==> config.mk <==
export PLATFORM = sky130hd
export DESIGN_NAME = lmrt_meter
export DESIGN_NICKNAME = d
export VERILOG_FILES = /design/src/rtl/lmrt_pkg.sv /design/src/rtl/lmrt_condition.sv /design/src/rtl/lmrt_meter.sv /design/src/rtl/lmrt_scale.sv
export SDC_FILE = /design/constraint.sdc
export NUM_CORES = 1
export LEC_CHECK = 0
export BUFFER_PORTS_ARGS = -buffer_cell sky130_fd_sc_hd__buf_2
export CORE_MARGIN = 2
export CORE_UTILIZATION = 52
export DETAILED_ROUTE_END_ITERATION = 7
export PLACE_DENSITY = 0.85
export SETUP_SLACK_MARGIN = 0.3
export SKIP_CTS_REPAIR_TIMING = 1
export SLEW_MARGIN = 20
export SYNTH_ARGS = -nofsm -noshare
export SYNTH_HDL_FRONTEND = slang
export SYNTH_SLANG_ARGS = --single-unit
==> constraint.sdc <==
create_clock -name ref_clk_i -period 22.4 [get_ports ref_clk_i]
set_input_delay 0 -clock ref_clk_i [delete_from_list [all_inputs] [get_ports ref_clk_i]]
set_output_delay 0 -clock ref_clk_i [all_outputs]
set_load 0.005 [all_outputs]
==> src/rtl/lmrt_pkg.sv <==
package lmrt_pkg;

  ////////////////////////////////////////////////////////////////////////////
  // widths
  localparam int SAMPLE_W = 16;            // decimated sample width
  localparam int COND_W   = 22;            // after offset, gain and rectifier
  localparam int ACC_W    = 27;            // integrator width
  localparam int RES_W    = 16;            // result width
  localparam int CNT_W    = 11;            // integration count field
  localparam int CH_N     = 4;             // channels sharing the meter
  localparam int MAG_W    = RES_W + 1;     // magnitude incl. 32768

  ////////////////////////////////////////////////////////////////////////////
  // arithmetic constants
  localparam logic [3:0]              GAIN_SHIFT    = 4'h4;  // gain of 16
  localparam logic [3:0]              SHIFT_CLAMP   = 4'hB;  // codes 1011..1111 -> 1/2048
  localparam int                      TH_STEP_LOG2  = 12;    // 12.5 % of 32768 = 4096
  localparam logic signed [ACC_W-1:0] ACC_RES_MAX   = 27'sh0007FFF;
  localparam logic signed [ACC_W-1:0] ACC_RES_MIN   = 27'sh7FF8000;
  localparam logic [RES_W-1:0]        RES_POS_FULL  = 16'h7FFF;
  localparam logic [RES_W-1:0]        RES_NEG_FULL  = 16'h8000;
  localparam logic [RES_W-1:0]        RES_ZERO      = 16'h0000;
  localparam logic [SAMPLE_W-1:0]     OFFSET_ZERO   = 16'h0000;

  ////////////////////////////////////////////////////////////////////////////
  // timing: done flag self-clear in continuous mode
  localparam int         CLK_PERIOD_NS  = 50;
  localparam int         DONE_HOLD_NS   = 125000;
  localparam int         HOLD_W         = 12;
  localparam logic [HOLD_W-1:0] DONE_HOLD_CYC = HOLD_W'(DONE_HOLD_NS / CLK_PERIOD_NS);
  localparam logic [HOLD_W-1:0] HOLD_ONE      = 12'h001;
  localparam logic [HOLD_W-1:0] HOLD_ZERO     = 12'h000;

  ////////////////////////////////////////////////////////////////////////////
  // reset values of the configuration fields
  localparam logic [1:0]       RST_CHANNEL   = 2'h0;
  localparam logic [3:0]       RST_DC_INPUT  = 4'h0;   // transmit dc pin input
  localparam logic [CNT_W-1:0] RST_COUNT     = 11'h000;
  localparam logic [3:0]       RST_SHIFT     = 4'h0;
  localparam logic [2:0]       RST_THRESHOLD = 3'h0;
  localparam logic             RST_COEF_ROM  = 1'b1;   // rom coefficients
  localparam logic             RST_BIT_OFF   = 1'b0;

  ////////////////////////////////////////////////////////////////////////////
  // measurement sequencer states
  typedef enum logic [2:0] {
    LMRT_IDLE = 3'b001,
    LMRT_RUN  = 3'b010,
    LMRT_HOLD = 3'b100
  } lmrt_state_t;

endpackage

==> src/rtl/lmrt_condition.sv <==
module lmrt_condition (
  // sample in
  input  wire logic signed [lmrt_pkg::SAMPLE_W:0]  sample_i,
  // controls
  input  wire logic                                gain_sixteen_select_i,
  input  wire logic                                rectifier_enable_i,
  // conditioned sample
  output logic signed [lmrt_pkg::COND_W-1:0]       cond_o
);
  import lmrt_pkg::*;

  logic signed [COND_W-1:0] ext_s;     // sign-extended input
  logic signed [COND_W-1:0] gained_s;  // after gain stage

  ////////////////////////////////////////////////////////////////////////////
  // gain then rectifier; width leaves headroom so neither step wraps
  always_comb begin
    ext_s    = COND_W'(sample_i);
    gained_s = gain_sixteen_select_i ? (ext_s <<< GAIN_SHIFT) : ext_s;
    if (rectifier_enable_i && gained_s < 0) begin
      cond_o = -gained_s;   // negative samples folded up
    end else begin
      cond_o = gained_s;    // unchanged when rectifier off
    end
  end

endmodule

==> src/rtl/lmrt_meter.sv <==
// Overview of operation
// result sixteen bit, low and high bytes
// result spans 0x8000 through 0x7FFF
// 27-bit integrator, scaled before result
// shift codes 0..10 by 2^n, else 2048
// latched result magnitude compared, flag set
// threshold code times 12.5 percent full scale
// channel select picks meter input channel
// integration length count plus one samples
// enable one starts, zero stops measurement
// done flag set at integration end
// gain select multiplies by one or sixteen
// rectifier folds negative samples when enabled
// mode picks single or continuous integration
// offset from coefficient word or zero
// filter bypass or insert, notch or bandpass
// coefficient source ram or rom, rom default
// source ac, receive dc or transmit dc
// continuous restarts, flag self-clears after 125us
// single flag holds until enable cleared
// result registers updated every integration end
// arithmetic shift then cut to sixteen
module lmrt_meter (
  // clock and reset
  input  wire logic                                            ref_clk_i,
  input  wire logic                                            rst_i,
  // sample timing and data
  input  wire logic                                            sample_strobe_i,
  input  wire logic [lmrt_pkg::CH_N-1:0][lmrt_pkg::SAMPLE_W-1:0] transmit_ac_signal_i,
  input  wire logic [lmrt_pkg::CH_N-1:0][lmrt_pkg::SAMPLE_W-1:0] receive_dc_signal_i,
  input  wire logic [lmrt_pkg::CH_N-1:0][lmrt_pkg::SAMPLE_W-1:0] transmit_dc_signal_i,
  input  wire logic [lmrt_pkg::SAMPLE_W-1:0]                   filtered_ac_i,
  input  wire logic [lmrt_pkg::SAMPLE_W-1:0]                   dc_offset_word_i,
  // configuration load
  input  wire logic                                            cfg_load_i,
  input  wire logic                                            meter_enable_i,
  input  wire logic [1:0]                                      meter_channel_select_i,
  input  wire logic                                            meter_ac_dc_select_i,
  input  wire logic                                            dc_path_select_i,
  input  wire logic [3:0]                                      dc_input_select_i,
  input  wire logic [lmrt_pkg::CNT_W-1:0]                      integration_count_i,
  input  wire logic [3:0]                                      shift_factor_code_i,
  input  wire logic [2:0]                                      threshold_code_i,
  input  wire logic                                            gain_sixteen_select_i,
  input  wire logic                                            rectifier_enable_i,
  input  wire logic                                            single_run_select_i,
  input  wire logic                                            offset_source_select_i,
  input  wire logic                                            tunable_filter_enable_i,
  input  wire logic                                            filter_shape_select_i,
  input  wire logic                                            bandpass_coef_source_i,
  input  wire logic                                            notch_coef_source_i,
  // results and status
  output logic [7:0]                                           result_low_bits_o,
  output logic [7:0]                                           result_high_bits_o,
  output logic                                                 over_threshold_flag_o,
  output logic                                                 measurement_done_flag_o,
  output logic                                                 measurement_done_event_o,
  // steering of outside filter and dc mux
  output logic [lmrt_pkg::SAMPLE_W-1:0]                        meter_ac_sample_o,
  output logic                                                 tunable_filter_enable_o,
  output logic                                                 filter_shape_select_o,
  output logic                                                 filter_coef_from_rom_o,
  output logic [1:0]                                           meter_channel_o,
  output logic [3:0]                                           dc_input_select_o
);
  import lmrt_pkg::*;

  ////////////////////////////////////////////////////////////////////////////
  // configuration state
  logic             en_r,     en_nxt;      // meter enable
  logic [1:0]       ch_r,     ch_nxt;      // channel select
  logic             acsel_r,  acsel_nxt;   // ac vs dc
  logic             dcsel_r,  dcsel_nxt;   // receive vs transmit dc
  logic [3:0]       dcin_r,   dcin_nxt;    // transmit dc input
  logic [CNT_W-1:0] count_r,  count_nxt;   // integration count
  logic [3:0]       shift_r,  shift_nxt;   // shift code
  logic [2:0]       thr_r,    thr_nxt;     // threshold code
  logic             gain_r,   gain_nxt;    // gain of 16
  logic             rect_r,   rect_nxt;    // rectifier on
  logic             single_r, single_nxt;  // single run
  logic             ofsel_r,  ofsel_nxt;   // offset zero
  logic             filt_r,   filt_nxt;    // filter inserted
  logic             shape_r,  shape_nxt;   // bandpass when set
  logic             bpsrc_r,  bpsrc_nxt;   // bandpass from rom
  logic             nsrc_r,   nsrc_nxt;    // notch from rom

  // fields change only on a load; the meter sees a consistent set
  always_comb begin
    {en_nxt, ch_nxt, acsel_nxt, dcsel_nxt, dcin_nxt, count_nxt, shift_nxt, thr_nxt} =
      {en_r, ch_r, acsel_r, dcsel_r, dcin_r, count_r, shift_r, thr_r};
    {gain_nxt, rect_nxt, single_nxt, ofsel_nxt, filt_nxt, shape_nxt, bpsrc_nxt, nsrc_nxt} =
      {gain_r, rect_r, single_r, ofsel_r, filt_r, shape_r, bpsrc_r, nsrc_r};
    if (cfg_load_i) begin
      en_nxt = meter_enable_i;
      {ch_nxt, acsel_nxt, dcsel_nxt, dcin_nxt, count_nxt, shift_nxt, thr_nxt} = {meter_channel_select_i,
        meter_ac_dc_select_i, dc_path_select_i, dc_input_select_i, integration_count_i, shift_factor_code_i,
        threshold_code_i};
      {gain_nxt, rect_nxt, single_nxt, ofsel_nxt, filt_nxt, shape_nxt, bpsrc_nxt, nsrc_nxt} =
        {gain_sixteen_select_i, rectifier_enable_i, single_run_select_i, offset_source_select_i,
        tunable_filter_enable_i, filter_shape_select_i, bandpass_coef_source_i, notch_coef_source_i};
    end
  end

  // register configuration; coefficient sources come up on rom
  always_ff @(posedge ref_clk_i) begin
    if (rst_i) begin
      {en_r, acsel_r, dcsel_r, gain_r, rect_r, single_r, ofsel_r, filt_r, shape_r} <= '0;
      {ch_r, dcin_r, count_r, shift_r, thr_r} <= {RST_CHANNEL, RST_DC_INPUT, RST_COUNT, RST_SHIFT, RST_THRESHOLD};
      {bpsrc_r, nsrc_r} <= {RST_COEF_ROM, RST_COEF_ROM};
    end else begin
      {en_r, ch_r, acsel_r, dcsel_r, dcin_r, count_r, shift_r, thr_r} <=
        {en_nxt, ch_nxt, acsel_nxt, dcsel_nxt, dcin_nxt, count_nxt, shift_nxt, thr_nxt};
      {gain_r, rect_r, single_r, ofsel_r, filt_r, shape_r, bpsrc_r, nsrc_r} <=
        {gain_nxt, rect_nxt, single_nxt, ofsel_nxt, filt_nxt, shape_nxt, bpsrc_nxt, nsrc_nxt};
    end
  end

  ////////////////////////////////////////////////////////////////////////////
  // source selection
  logic [SAMPLE_W-1:0]        ac_raw;     // channel ac sample
  logic [SAMPLE_W-1:0]        ac_used;    // after optional filter
  logic signed [SAMPLE_W:0]   sel_s;      // sample fed to conditioning
  logic [SAMPLE_W-1:0]        offset_r, offset_nxt;
  logic [SAMPLE_W-1:0]        ac_out_r;   // sample sent to the filter
  logic signed [COND_W-1:0]   cond_s;     // conditioned sample

  // filter runs outside; it needs the selected channel's ac sample
  always_comb begin
    ac_raw  = transmit_ac_signal_i[ch_r];
    ac_used = filt_r ? filtered_ac_i : ac_raw;
    if (acsel_r) begin
      sel_s = $signed({ac_used[SAMPLE_W-1], ac_used});
    end else if (!dcsel_r) begin
      sel_s = $signed({receive_dc_signal_i[ch_r][SAMPLE_W-1], receive_dc_signal_i[ch_r]});
    end else begin
      // offset removed from the transmit dc path only
      sel_s = $signed({transmit_dc_signal_i[ch_r][SAMPLE_W-1], transmit_dc_signal_i[ch_r]})
            - $signed({offset_r[SAMPLE_W-1], offset_r});
    end
  end

  always_ff @(posedge ref_clk_i) begin
    if (rst_i) begin
      ac_out_r <= OFFSET_ZERO;
    end else begin
      ac_out_r <= ac_raw;
    end
  end

  lmrt_condition u_cond (
    .sample_i              (sel_s),
    .gain_sixteen_select_i (gain_r),
    .rectifier_enable_i    (rect_r),
    .cond_o                (cond_s)
  );

  ////////////////////////////////////////////////////////////////////////////
  // integrator sequencer
  lmrt_state_t             state_r, state_nxt;
  logic signed [ACC_W-1:0] acc_r, acc_nxt;     // running sum
  logic signed [ACC_W-1:0] acc_sum;            // sum including this sample
  logic [CNT_W-1:0]        cnt_r, cnt_nxt;     // samples taken so far
  logic [RES_W-1:0]        result_r, result_nxt;
  logic                    over_r, over_nxt;
  logic [RES_W-1:0]        scaled;             // from scaler
  logic                    scaled_over;        // from scaler
  logic                    latch;              // integration ends now

  lmrt_scale u_scale (
    .acc_i            (acc_sum),
    .shift_code_i     (shift_r),
    .threshold_code_i (thr_r),
    .result_o         (scaled),
    .over_o           (scaled_over)
  );

  // one sample per strobe; last sample is folded in at the latch
  always_comb begin
    state_nxt  = state_r;
    acc_nxt    = acc_r;
    cnt_nxt    = cnt_r;
    offset_nxt = offset_r;
    result_nxt = result_r;
    over_nxt   = over_r;
    latch      = 1'b0;
    acc_sum    = acc_r + ACC_W'(cond_s);  // wraps at 27 bits
    case (state_r)
      LMRT_IDLE: begin
        result_nxt = RES_ZERO;  // disabled meter shows zero
        over_nxt   = 1'b0;
        acc_nxt    = '0;
        cnt_nxt    = '0;
        if (en_r) begin
          state_nxt  = LMRT_RUN;
          offset_nxt = ofsel_r ? OFFSET_ZERO : dc_offset_word_i;
        end
      end
      LMRT_RUN: begin
        if (!en_r) begin
          state_nxt = LMRT_IDLE;
        end else if (sample_strobe_i) begin
          if (cnt_r == count_r) begin
            latch      = 1'b1;
            result_nxt = scaled;
            over_nxt   = scaled_over;
            acc_nxt    = '0;
            cnt_nxt    = '0;
            state_nxt  = single_r ? LMRT_HOLD : LMRT_RUN;
          end else begin
            acc_nxt = acc_sum;
            cnt_nxt = cnt_r + CNT_W'(1);
          end
        end
      end
      LMRT_HOLD: begin
        if (!en_r) begin
          state_nxt = LMRT_IDLE;  // a fresh 0 to 1 is needed
        end
      end
      default: begin
        state_nxt = LMRT_IDLE;
      end
    endcase
  end

  always_ff @(posedge ref_clk_i) begin
    if (rst_i) begin
      state_r <= LMRT_IDLE;
      {acc_r, cnt_r, over_r} <= '0;
      {offset_r, result_r} <= {OFFSET_ZERO, RES_ZERO};
    end else begin
      state_r <= state_nxt;
      {acc_r, cnt_r, offset_r, result_r, over_r} <= {acc_nxt, cnt_nxt, offset_nxt, result_nxt, over_nxt};
    end
  end

  ////////////////////////////////////////////////////////////////////////////
  // done flag and event
  logic              done_r, done_nxt;
  logic [HOLD_W-1:0] hold_r, hold_nxt;   // cycles left before self-clear
  logic              event_r;

  // clears first, a new completion last so the set wins
  always_comb begin
    done_nxt = done_r;
    hold_nxt = hold_r;
    if (!en_r) begin
      done_nxt = 1'b0;
      hold_nxt = HOLD_ZERO;
    end else if (done_r && !single_r && hold_r != HOLD_ZERO) begin
      hold_nxt = hold_r - HOLD_ONE;
      if (hold_r == HOLD_ONE) begin
        done_nxt = 1'b0;
      end
    end
    if (latch) begin
      done_nxt = 1'b1;
      hold_nxt = DONE_HOLD_CYC;
    end
  end

  always_ff @(posedge ref_clk_i) begin
    if (rst_i) begin
      {done_r, hold_r, event_r} <= '0;
    end else begin
      done_r  <= done_nxt;
      hold_r  <= hold_nxt;
      event_r <= latch;  // interrupt source
    end
  end

  ////////////////////////////////////////////////////////////////////////////
  // outputs
  assign result_low_bits_o        = result_r[7:0];
  assign result_high_bits_o       = result_r[15:8];
  assign over_threshold_flag_o    = over_r;
  assign measurement_done_flag_o  = done_r;
  assign measurement_done_event_o = event_r;
  assign meter_ac_sample_o        = ac_out_r;
  assign tunable_filter_enable_o  = filt_r;
  assign filter_shape_select_o    = shape_r;
  assign filter_coef_from_rom_o   = shape_r ? bpsrc_r : nsrc_r;
  assign meter_channel_o          = ch_r;
  assign dc_input_select_o        = dcin_r;

  ////////////////////////////////////////////////////////////////////////////
  // checks; helper logic only for them
  logic [HOLD_W-1:0]       done_len_r;  // cycles done has stood since set
  logic signed [ACC_W-1:0] ref_clamp;   // sum shifted by the clamp value
  assign ref_clamp = acc_sum >>> SHIFT_CLAMP;
  // restarts on each completion so a retrigger is not seen as overdue
  always_ff @(posedge ref_clk_i) begin
    if (rst_i || latch || !done_r) begin
      done_len_r <= HOLD_ZERO;
    end else begin
      done_len_r <= done_len_r + HOLD_ONE;
    end
  end
  a_result_bytes: assert property (@(posedge ref_clk_i) disable iff (rst_i)
    latch |=> {result_high_bits_o, result_low_bits_o} == $past(scaled))
    else $error("result bytes do not match latched value");
  a_result_sat: assert property (@(posedge ref_clk_i) disable iff (rst_i)
    (latch && (acc_sum >>> shift_r) > ACC_RES_MAX && shift_r < SHIFT_CLAMP) |=> result_r == RES_POS_FULL)
    else $error("positive overflow not held at full scale");
  a_shift_clamp: assert property (@(posedge ref_clk_i) disable iff (rst_i)
    (latch && shift_r >= SHIFT_CLAMP && ref_clamp <= ACC_RES_MAX && ref_clamp >= ACC_RES_MIN)
    |=> result_r == $past(ref_clamp[RES_W-1:0]))
    else $error("large shift code not scaled by 2048");
  a_over_thresh: assert property (@(posedge ref_clk_i) disable iff (rst_i)
    (latch && thr_r == 3'h0 && scaled != RES_ZERO) |=> over_threshold_flag_o)
    else $error("nonzero result not over zero threshold");
  a_count_len: assert property (@(posedge ref_clk_i) disable iff (rst_i)
    latch |-> (cnt_r == count_r && sample_strobe_i && state_r == LMRT_RUN))
    else $error("integration ended at wrong count");
  a_enable_stop: assert property (@(posedge ref_clk_i) disable iff (rst_i)
    (!en_r && state_r != LMRT_IDLE) |=> (state_r == LMRT_IDLE && !done_r) ##1 result_r == RES_ZERO)
    else $error("disable did not stop the meter");
  a_done_set: assert property (@(posedge ref_clk_i) disable iff (rst_i)
    latch |=> (done_r && event_r) ##1 !event_r)
    else $error("completion did not raise flag and event");
  a_rect_pos: assert property (@(posedge ref_clk_i) disable iff (rst_i)
    rect_r |-> cond_s >= 0)
    else $error("rectified sample negative");
  a_cont_restart: assert property (@(posedge ref_clk_i) disable iff (rst_i)
    (latch && !single_r) |=> state_r == LMRT_RUN && acc_r == '0)
    else $error("continuous mode did not restart");
  a_done_selfclr: assert property (@(posedge ref_clk_i) disable iff (rst_i)
    (!single_r && en_r && done_r && done_len_r == DONE_HOLD_CYC - HOLD_ONE && !latch) |=> !done_r)
    else $error("done flag not cleared after hold time");
  a_single_hold: assert property (@(posedge ref_clk_i) disable iff (rst_i)
    (state_r == LMRT_HOLD && en_r) |=> done_r && state_r == LMRT_HOLD)
    else $error("single mode flag or state not held");
  c_cont_done: cover property (@(posedge ref_clk_i) disable iff (rst_i) latch && !single_r);
  c_single_done: cover property (@(posedge ref_clk_i) disable iff (rst_i) latch && single_r);
  c_over_set: cover property (@(posedge ref_clk_i) disable iff (rst_i) latch && scaled_over);
  c_clamp_used: cover property (@(posedge ref_clk_i) disable iff (rst_i) latch && shift_r > SHIFT_CLAMP);

endmodule

==> src/rtl/lmrt_scale.sv <==
module lmrt_scale (
  // integrator sum
  input  wire logic signed [lmrt_pkg::ACC_W-1:0]  acc_i,
  // controls
  input  wire logic [3:0]                         shift_code_i,
  input  wire logic [2:0]                         threshold_code_i,
  // scaled result and compare
  output logic [lmrt_pkg::RES_W-1:0]              result_o,
  output logic                                    over_o
);
  import lmrt_pkg::*;

  logic [3:0]               eff_shift;  // clamped shift amount
  logic signed [ACC_W-1:0]  shifted_s;  // sum after right shift
  logic [MAG_W-1:0]         ext_res;    // result widened by one bit
  logic [MAG_W-1:0]         mag;        // absolute value of result
  logic [MAG_W-1:0]         thr;        // threshold in result units

  ////////////////////////////////////////////////////////////////////////////
  // shift, saturate to 16 bits, compare magnitude with threshold
  always_comb begin
    eff_shift = (shift_code_i >= SHIFT_CLAMP) ? SHIFT_CLAMP : shift_code_i;
    shifted_s = acc_i >>> eff_shift;
    // saturation keeps a too-small shift from folding sign
    if (shifted_s > ACC_RES_MAX) begin
      result_o = RES_POS_FULL;
    end else if (shifted_s < ACC_RES_MIN) begin
      result_o = RES_NEG_FULL;
    end else begin
      result_o = shifted_s[RES_W-1:0];
    end
    ext_res = {result_o[RES_W-1], result_o};
    mag     = result_o[RES_W-1] ? (~ext_res + MAG_W'(1)) : ext_res;
    thr     = MAG_W'(threshold_code_i) << TH_STEP_LOG2;
    over_o  = mag > thr;
  end

endmodule

==> impl_metrics.yaml, run 1 <==
logic_synthesis:
  synth_flop_cell: "dfxtp_1"
  synthesis.nets: 1872
  synthCells: 1553
  synth_cell_type_count: 98
  synthTopCellsByArea: "dfxtp_1, mux4_2, ha_1"
  synth.top_cell.area_share_pct: 22.1
  async_flop_share_pct: 0
  yosysSeqAreaShare_pct: 22.1
  syn_area_per_cell_um2: 8.09
  syn_area_um2: 12600
  yosys_warnings: 0
  ys_seq_elements: 139
  yosysTopAreaCell: "dfxtp_1"
  synth_edf_count: 0
floorplanning:
  rows: 56
  core-area_um2: 23600
  die_h_um: 159
  die_w_um: 159
  dieArea_um2: 25400
  start_util_pct: 53.2
  io_pins: 307
placement:
  pre_cts_slack_ns: 12.19
  place_hpwl_um: 35100
  port_buffers: 306
  placed_area_um2: 14200
  dp_cells: 2095
  finalWeightedCongestion: 0.994
sta:
  worst_slew_pin_slew_ns: 1.17
  min_period_over_period_pct: 47.0
  final.setup.worst_slack_ns: 11.87
  fin_skew_ns: 0.0174
  hold_viol: 3
  rsz0062_at_grt: "no"
  maxSlewHeadroom_pct: 21.8
  holdWs_ns: -0.0235
  fin_tns_setup_ns: 0
  setup_viol: 0
  max_freq_mhz: 95.0
  report.final.slew_viol_count: 0
  post-route-min-period_ns: 10.53
critical_path:
  worstSetupPathType: "flop to flop"
  critPathMaxStageDelay_ns: 0.76
  path_depth: 40
  r2r-end: "over_threshold_flag_o$_SDFFE_PP0P_"
  arrival_ns: 10.88
  worstPathRequired_ns: 22.76
  path_buf_inv: 2
  critical_path_peak_fanout: 25
  cp-startpoint: "meter_channel_o[0]$_SDFFE_PP0P_"
  crit_path_end_kind: "flop"
  cpMostUsedCell: "a21oi_1"
  reg2reg_depth: 40
  crit_family: "compound AO/OA/AOI/OAI gates"
  r2r_slack_ns: 11.87
  rr_startpoint: "meter_channel_o[0]$_SDFFE_PP0P_"
  start_kind: "flop"
  endpoint: "over_threshold_flag_o$_SDFFE_PP0P_"
  critPathSlowestCell: "xnor2_1"
run:
  maxCapViolCount: 0
clock_tree:
  numCtsBuffers: 17
  clockBufferDepth: 2
  cts_tree: "yes"
  htreeDepth: 4
  clock_latency_ns: 0.44
  cts_root_buf: "clkbuf_16"
  clock_sinks: 139
  clkTransAtPathRegs_ns: 0.08
global_route:
  grt_max_degree: 82
  use_met3_pct: 7.61
  grtUsageTotal_pct: 34.8
  grt_pass1_wl_um: 71100
  overflow: 0
  top_usage_layer: "met2"
  antenna_found_initial: 6
  grtUsageMet2_pct: 57.6
  met1_usage_pct: 44.9
  grt_pass1_vias: 13100
detailed_routing:
  dr.pass1.iters: 6
  via_count: 13800
  dr.first_iter.drc_count: 1633
  wl_um: 46600
  post-route-drc-count: 0
  wire_per_inst_um: 21.5
  drt.antenna.violating_nets: 0
  via_per_inst: 6.36
final_layout:
  drive_above_1_share_pct: 25.1
  fin_nets: 2153
  area_growth_pct: 21.2
  final_common_cell: "buf_2"
  final_util_pct: 64.5
  layout.cells.non_filler: 2168
  final_cell_mix: "buf_2, nor2_1, dfxtp_1"
  design_area_um2: 15200
pwr:
  power_density_nw_per_um2: 60.9
  vdd.ir_drop.worst_v: 0.0000520
  power_mw: 0.928
  leakage_nw: 6.26
min_path:
  min_path_type: "input port to flop"
outcome:
  failed_checks: "negative hold slack"
  status: "finished, violations left"
## per-layer routing
| metal | vias up | share of wire (%) |
|---|---|---|
| li1 | 6390 | - |
| met1 | 6577 | 40 |
| met2 | 683 | 47 |
| met3 | 142 | 8.8 |
| met4 | 6 | 3.9 |
| met5 | - | 0.079 |
## tightest hold or removal path: stages
cell and delay, ns:
buf_2 0.09, nor3b_1 0.13, a21oi_1 0.11, nor2_1 0.04
## power by group
group	switching, mW	internal (mW)
combinational	0.218	0.151
clock	0.144	0.152
sequential	0.00875	0.255
## cell usage after synthesis, types with 13 or more instances
master	number
nand3_1	40
a21o_1	19
nand4_1	16
nor2_1	176
buf_2	14
o21a_1	19
nand2_1	117
xnor2_1	40
ha_1	54
a21oi_1	132
nor3_1	33
a22oi_1	27
mux2_2	15
a31oi_1	17
mux4_2	49
o211ai_1	22
nand2b_1	13
a211oi_1	24
inv_1	48
dfxtp_1	139
xor2_1	33
and2_1	37
clkbuf_1	69
buf_1	13
nor3b_1	23
or3_1	17
o21ai_0	56
mux2i_1	61
## sequential cells by signal (all words and copies together), names as in the netlist, 2 cells and up
signal,flops
dc_input_select_o,4
thr_r,3
shift_r,4
result_r,16
hold_r,12
meter_ac_sample_o,16
cnt_r,11
acc_r,27
offset_r,16
meter_channel_o,2
count_r,11
state_r,3
## worst min path at each step
stage | startpoint | cells past startpoint | slack [ns] | to
after floorplan | bandpass_coef_source_i | 2 | 0.13 | bpsrc_r$_SDFFE_PP1P_
after global placement | notch_coef_source_i | 3 | 0.22 | nsrc_r$_SDFFE_PP1P_
after detailed placement | bandpass_coef_source_i | 3 | 0.22 | bpsrc_r$_SDFFE_PP1P_
after CTS | bandpass_coef_source_i | 3 | -0.23 | bpsrc_r$_SDFFE_PP1P_
after global routing | transmit_ac_signal_i[48] | 3 | 0.02 | meter_ac_sample_o[0]$_SDFF_PP0_
final | dc_offset_word_i[6] | 4 | -0.02 | offset_r[6]$_SDFFE_PP0P_
## cell type report
class | instances | area (um^2)
inverters | 50 | 188
diodes | 2 | 5.00
fillers | 2053 | 8380
well taps | 319 | 399
clock inverters | 15 | 186
multi-input cells | 1263 | 9180
flip-flops and latches | 139 | 2790
clock buffers | 17 | 425
repair buffers | 363 | 2060
## cells by family after synthesis
kind of cell | after synthesis | synth area share (%)
simple gates | 539 | 21.0
compound gates | 467 | 25.7
buf+inv | 151 | 4.84
flops | 139 | 22.1
mux | 126 | 15.2
xor+xnor | 75 | 5.44
fa+ha+maj | 56 | 5.70
Note: power is estimated with default switching activity, not from simulation.
==> inputs of run 2 (changes only) <==
Clock period 22.4 ns to 11 ns, I/O delays scaled along.
==> impl_metrics.yaml, run 2 (synthesis results as in run 1) <==
critical_path:
  r2r-end: "over_threshold_flag_o$_SDFFE_PP0P_"
  r2r_slack_ns: 1.05
  path_depth: 40
  arrival_ns: 10.26
  cp-startpoint: "meter_channel_o[0]$_SDFFE_PP0P_"
  endpoint: "over_threshold_flag_o$_SDFFE_PP0P_"
  critical_path_peak_fanout: 13
  reg2reg_depth: 40
  worstSetupPathType: "flop to flop"
  cpMostUsedCell: "a21oi_1"
  rr_startpoint: "meter_channel_o[0]$_SDFFE_PP0P_"
  worstPathRequired_ns: 11.31
  start_kind: "flop"
  crit_path_end_kind: "flop"
  path_buf_inv: 2
  critPathSlowestCell: "mux4_2"
  crit_family: "compound AO/OA/AOI/OAI gates"
  critPathMaxStageDelay_ns: 0.53
clock_tree:
  clockBufferDepth: 2
  clkTransAtPathRegs_ns: 0.08
  clock_sinks: 139
  numCtsBuffers: 17
  cts_root_buf: "clkbuf_16"
  cts_tree: "yes"
  htreeDepth: 4
  clock_latency_ns: 0.44
final_layout:
  area_growth_pct: 21.7
  design_area_um2: 15300
  fin_nets: 2154
  drive_above_1_share_pct: 25.9
  final_cell_mix: "buf_2, nor2_1, dfxtp_1"
  largest_reg_flops: 27
  final_common_cell: "buf_2"
  final_util_pct: 64.8
sta:
  fin_skew_ns: 0.0127
  holdWs_ns: -0.0170
  worst_slew_pin_slew_ns: 1.04
  hold_viol: 4
  maxSlewHeadroom_pct: 30.4
  report.final.slew_viol_count: 0
  setup_viol: 0
  min_period_over_period_pct: 90.4
  rsz0062_at_grt: "no"
  post-route-min-period_ns: 9.95
  max_freq_mhz: 101
  fin_tns_setup_ns: 0
global_route:
  overflow: 0
  grt_pass1_wl_um: 69800
  grtUsageTotal_pct: 34.3
  grt_max_degree: 83
  grt_pass1_vias: 12800
  antenna_found_initial: 4
placement:
  finalWeightedCongestion: 1.06
  port_buffers: 306
  place_hpwl_um: 34700
  placed_area_um2: 14200
detailed_routing:
  post-route-drc-count: 0
  dr.first_iter.drc_count: 1407
  drt.antenna.violating_nets: 0
  via_count: 13800
  dr.pass1.iters: 6
  wl_um: 45900
  via_per_inst: 6.36
  wire_per_inst_um: 21.2
pwr:
  vdd.ir_drop.worst_v: 0.0000911
  leakage_nw: 6.30
  power_mw: 1.88
  power_density_nw_per_um2: 123
floorplanning:
  start_util_pct: 53.2
  rows: 56
  die_h_um: 159
  dieArea_um2: 25400
  die_w_um: 159
  core-area_um2: 23600
  io_pins: 307
run:
  maxCapViolCount: 0
min_path:
  min_path_type: "input port to flop"
outcome:
  failed_checks: "negative hold slack"
  status: "finished, violations left"
## run 2: cell count changes in the layout (fill, tap and decap cells not counted), moves of 2 or more
cell / before / now
a21oi_1: 132 / 130
a21oi_2: 4 / 6
buf_4: 19 / 22
clkinv_4: 3 / 0
clkinvlp_4: 0 / 3
dlygate4sd3_1: 39 / 36
inv_6: 0 / 3
inv_8: 7 / 4
nor3b_1: 23 / 21
nor3b_2: 0 / 2
## run 2: stage by stage
stage / setup WS (ns) / cells
after floorplan: 1.22 / 1553
after global placement: 1.29 / 2098
after detailed placement: 0.966 / 2098
after CTS: 0.920 / 2130
after global routing: 0.304 / 2168
final: 1.05 / 2168
## run 2: power breakdown
part	switching, mW	internal (mW)
logic	0.444	0.309
clock network	0.290	0.306
registers	0.0147	0.518
total	0.749	1.13
## run 2: worst register-to-register path, delay by kind of cell (launching register included)
family / cells / cell delay, ns
AND/OR/NAND/NOR: 10 / 2.48
flip-flops: 1 / 0.49
adder cells (fa/ha/maj): 4 / 1.22
buffers and inverters: 2 / 0.14
XOR/XNOR: 1 / 0.23
AO/OA/AOI/OAI: 22 / 4.77
multiplexers: 1 / 0.53
## run 2: final cells by class
type	instances	area, um^2
Multi-Input combinational cell	1263	9250
Fill cell	2020	8320
Sequential cell	139	2790
Timing Repair Buffer	364	2070
Clock buffer	17	425
Tap cell	319	399
Inverter	50	188
Clock inverter	15	175
Antenna cell	1	2.50
## run 2: worst min path at each step
| stage | depth (start not counted) | end | slack, ns | start |
|---|---|---|---|---|
| after global routing | 4 | offset_r[9]$_SDFFE_PP0P_ | 0.007 | dc_offset_word_i[9] |
| after global placement | 3 | nsrc_r$_SDFFE_PP1P_ | 0.22 | notch_coef_source_i |
| after detailed placement | 3 | bpsrc_r$_SDFFE_PP1P_ | 0.23 | bandpass_coef_source_i |
| final | 4 | offset_r[1]$_SDFFE_PP0P_ | -0.02 | dc_offset_word_i[1] |
| after floorplan | 2 | bpsrc_r$_SDFFE_PP1P_ | 0.13 | bandpass_coef_source_i |
| after CTS | 3 | bpsrc_r$_SDFFE_PP1P_ | -0.22 | bandpass_coef_source_i |
## run 2: metal layers
layer  vias to the layer above  GRT usage [%]  share of wire [%]  wire length [um]
met5                         -              0              0.085                39
met4                         6           11.9                4.0              1820
met3                       135           7.61                8.5              3880
met2                       737           56.4                 47             21300
met1                      6516           44.4                 41             18800
li1                       6388              -                  -                 -
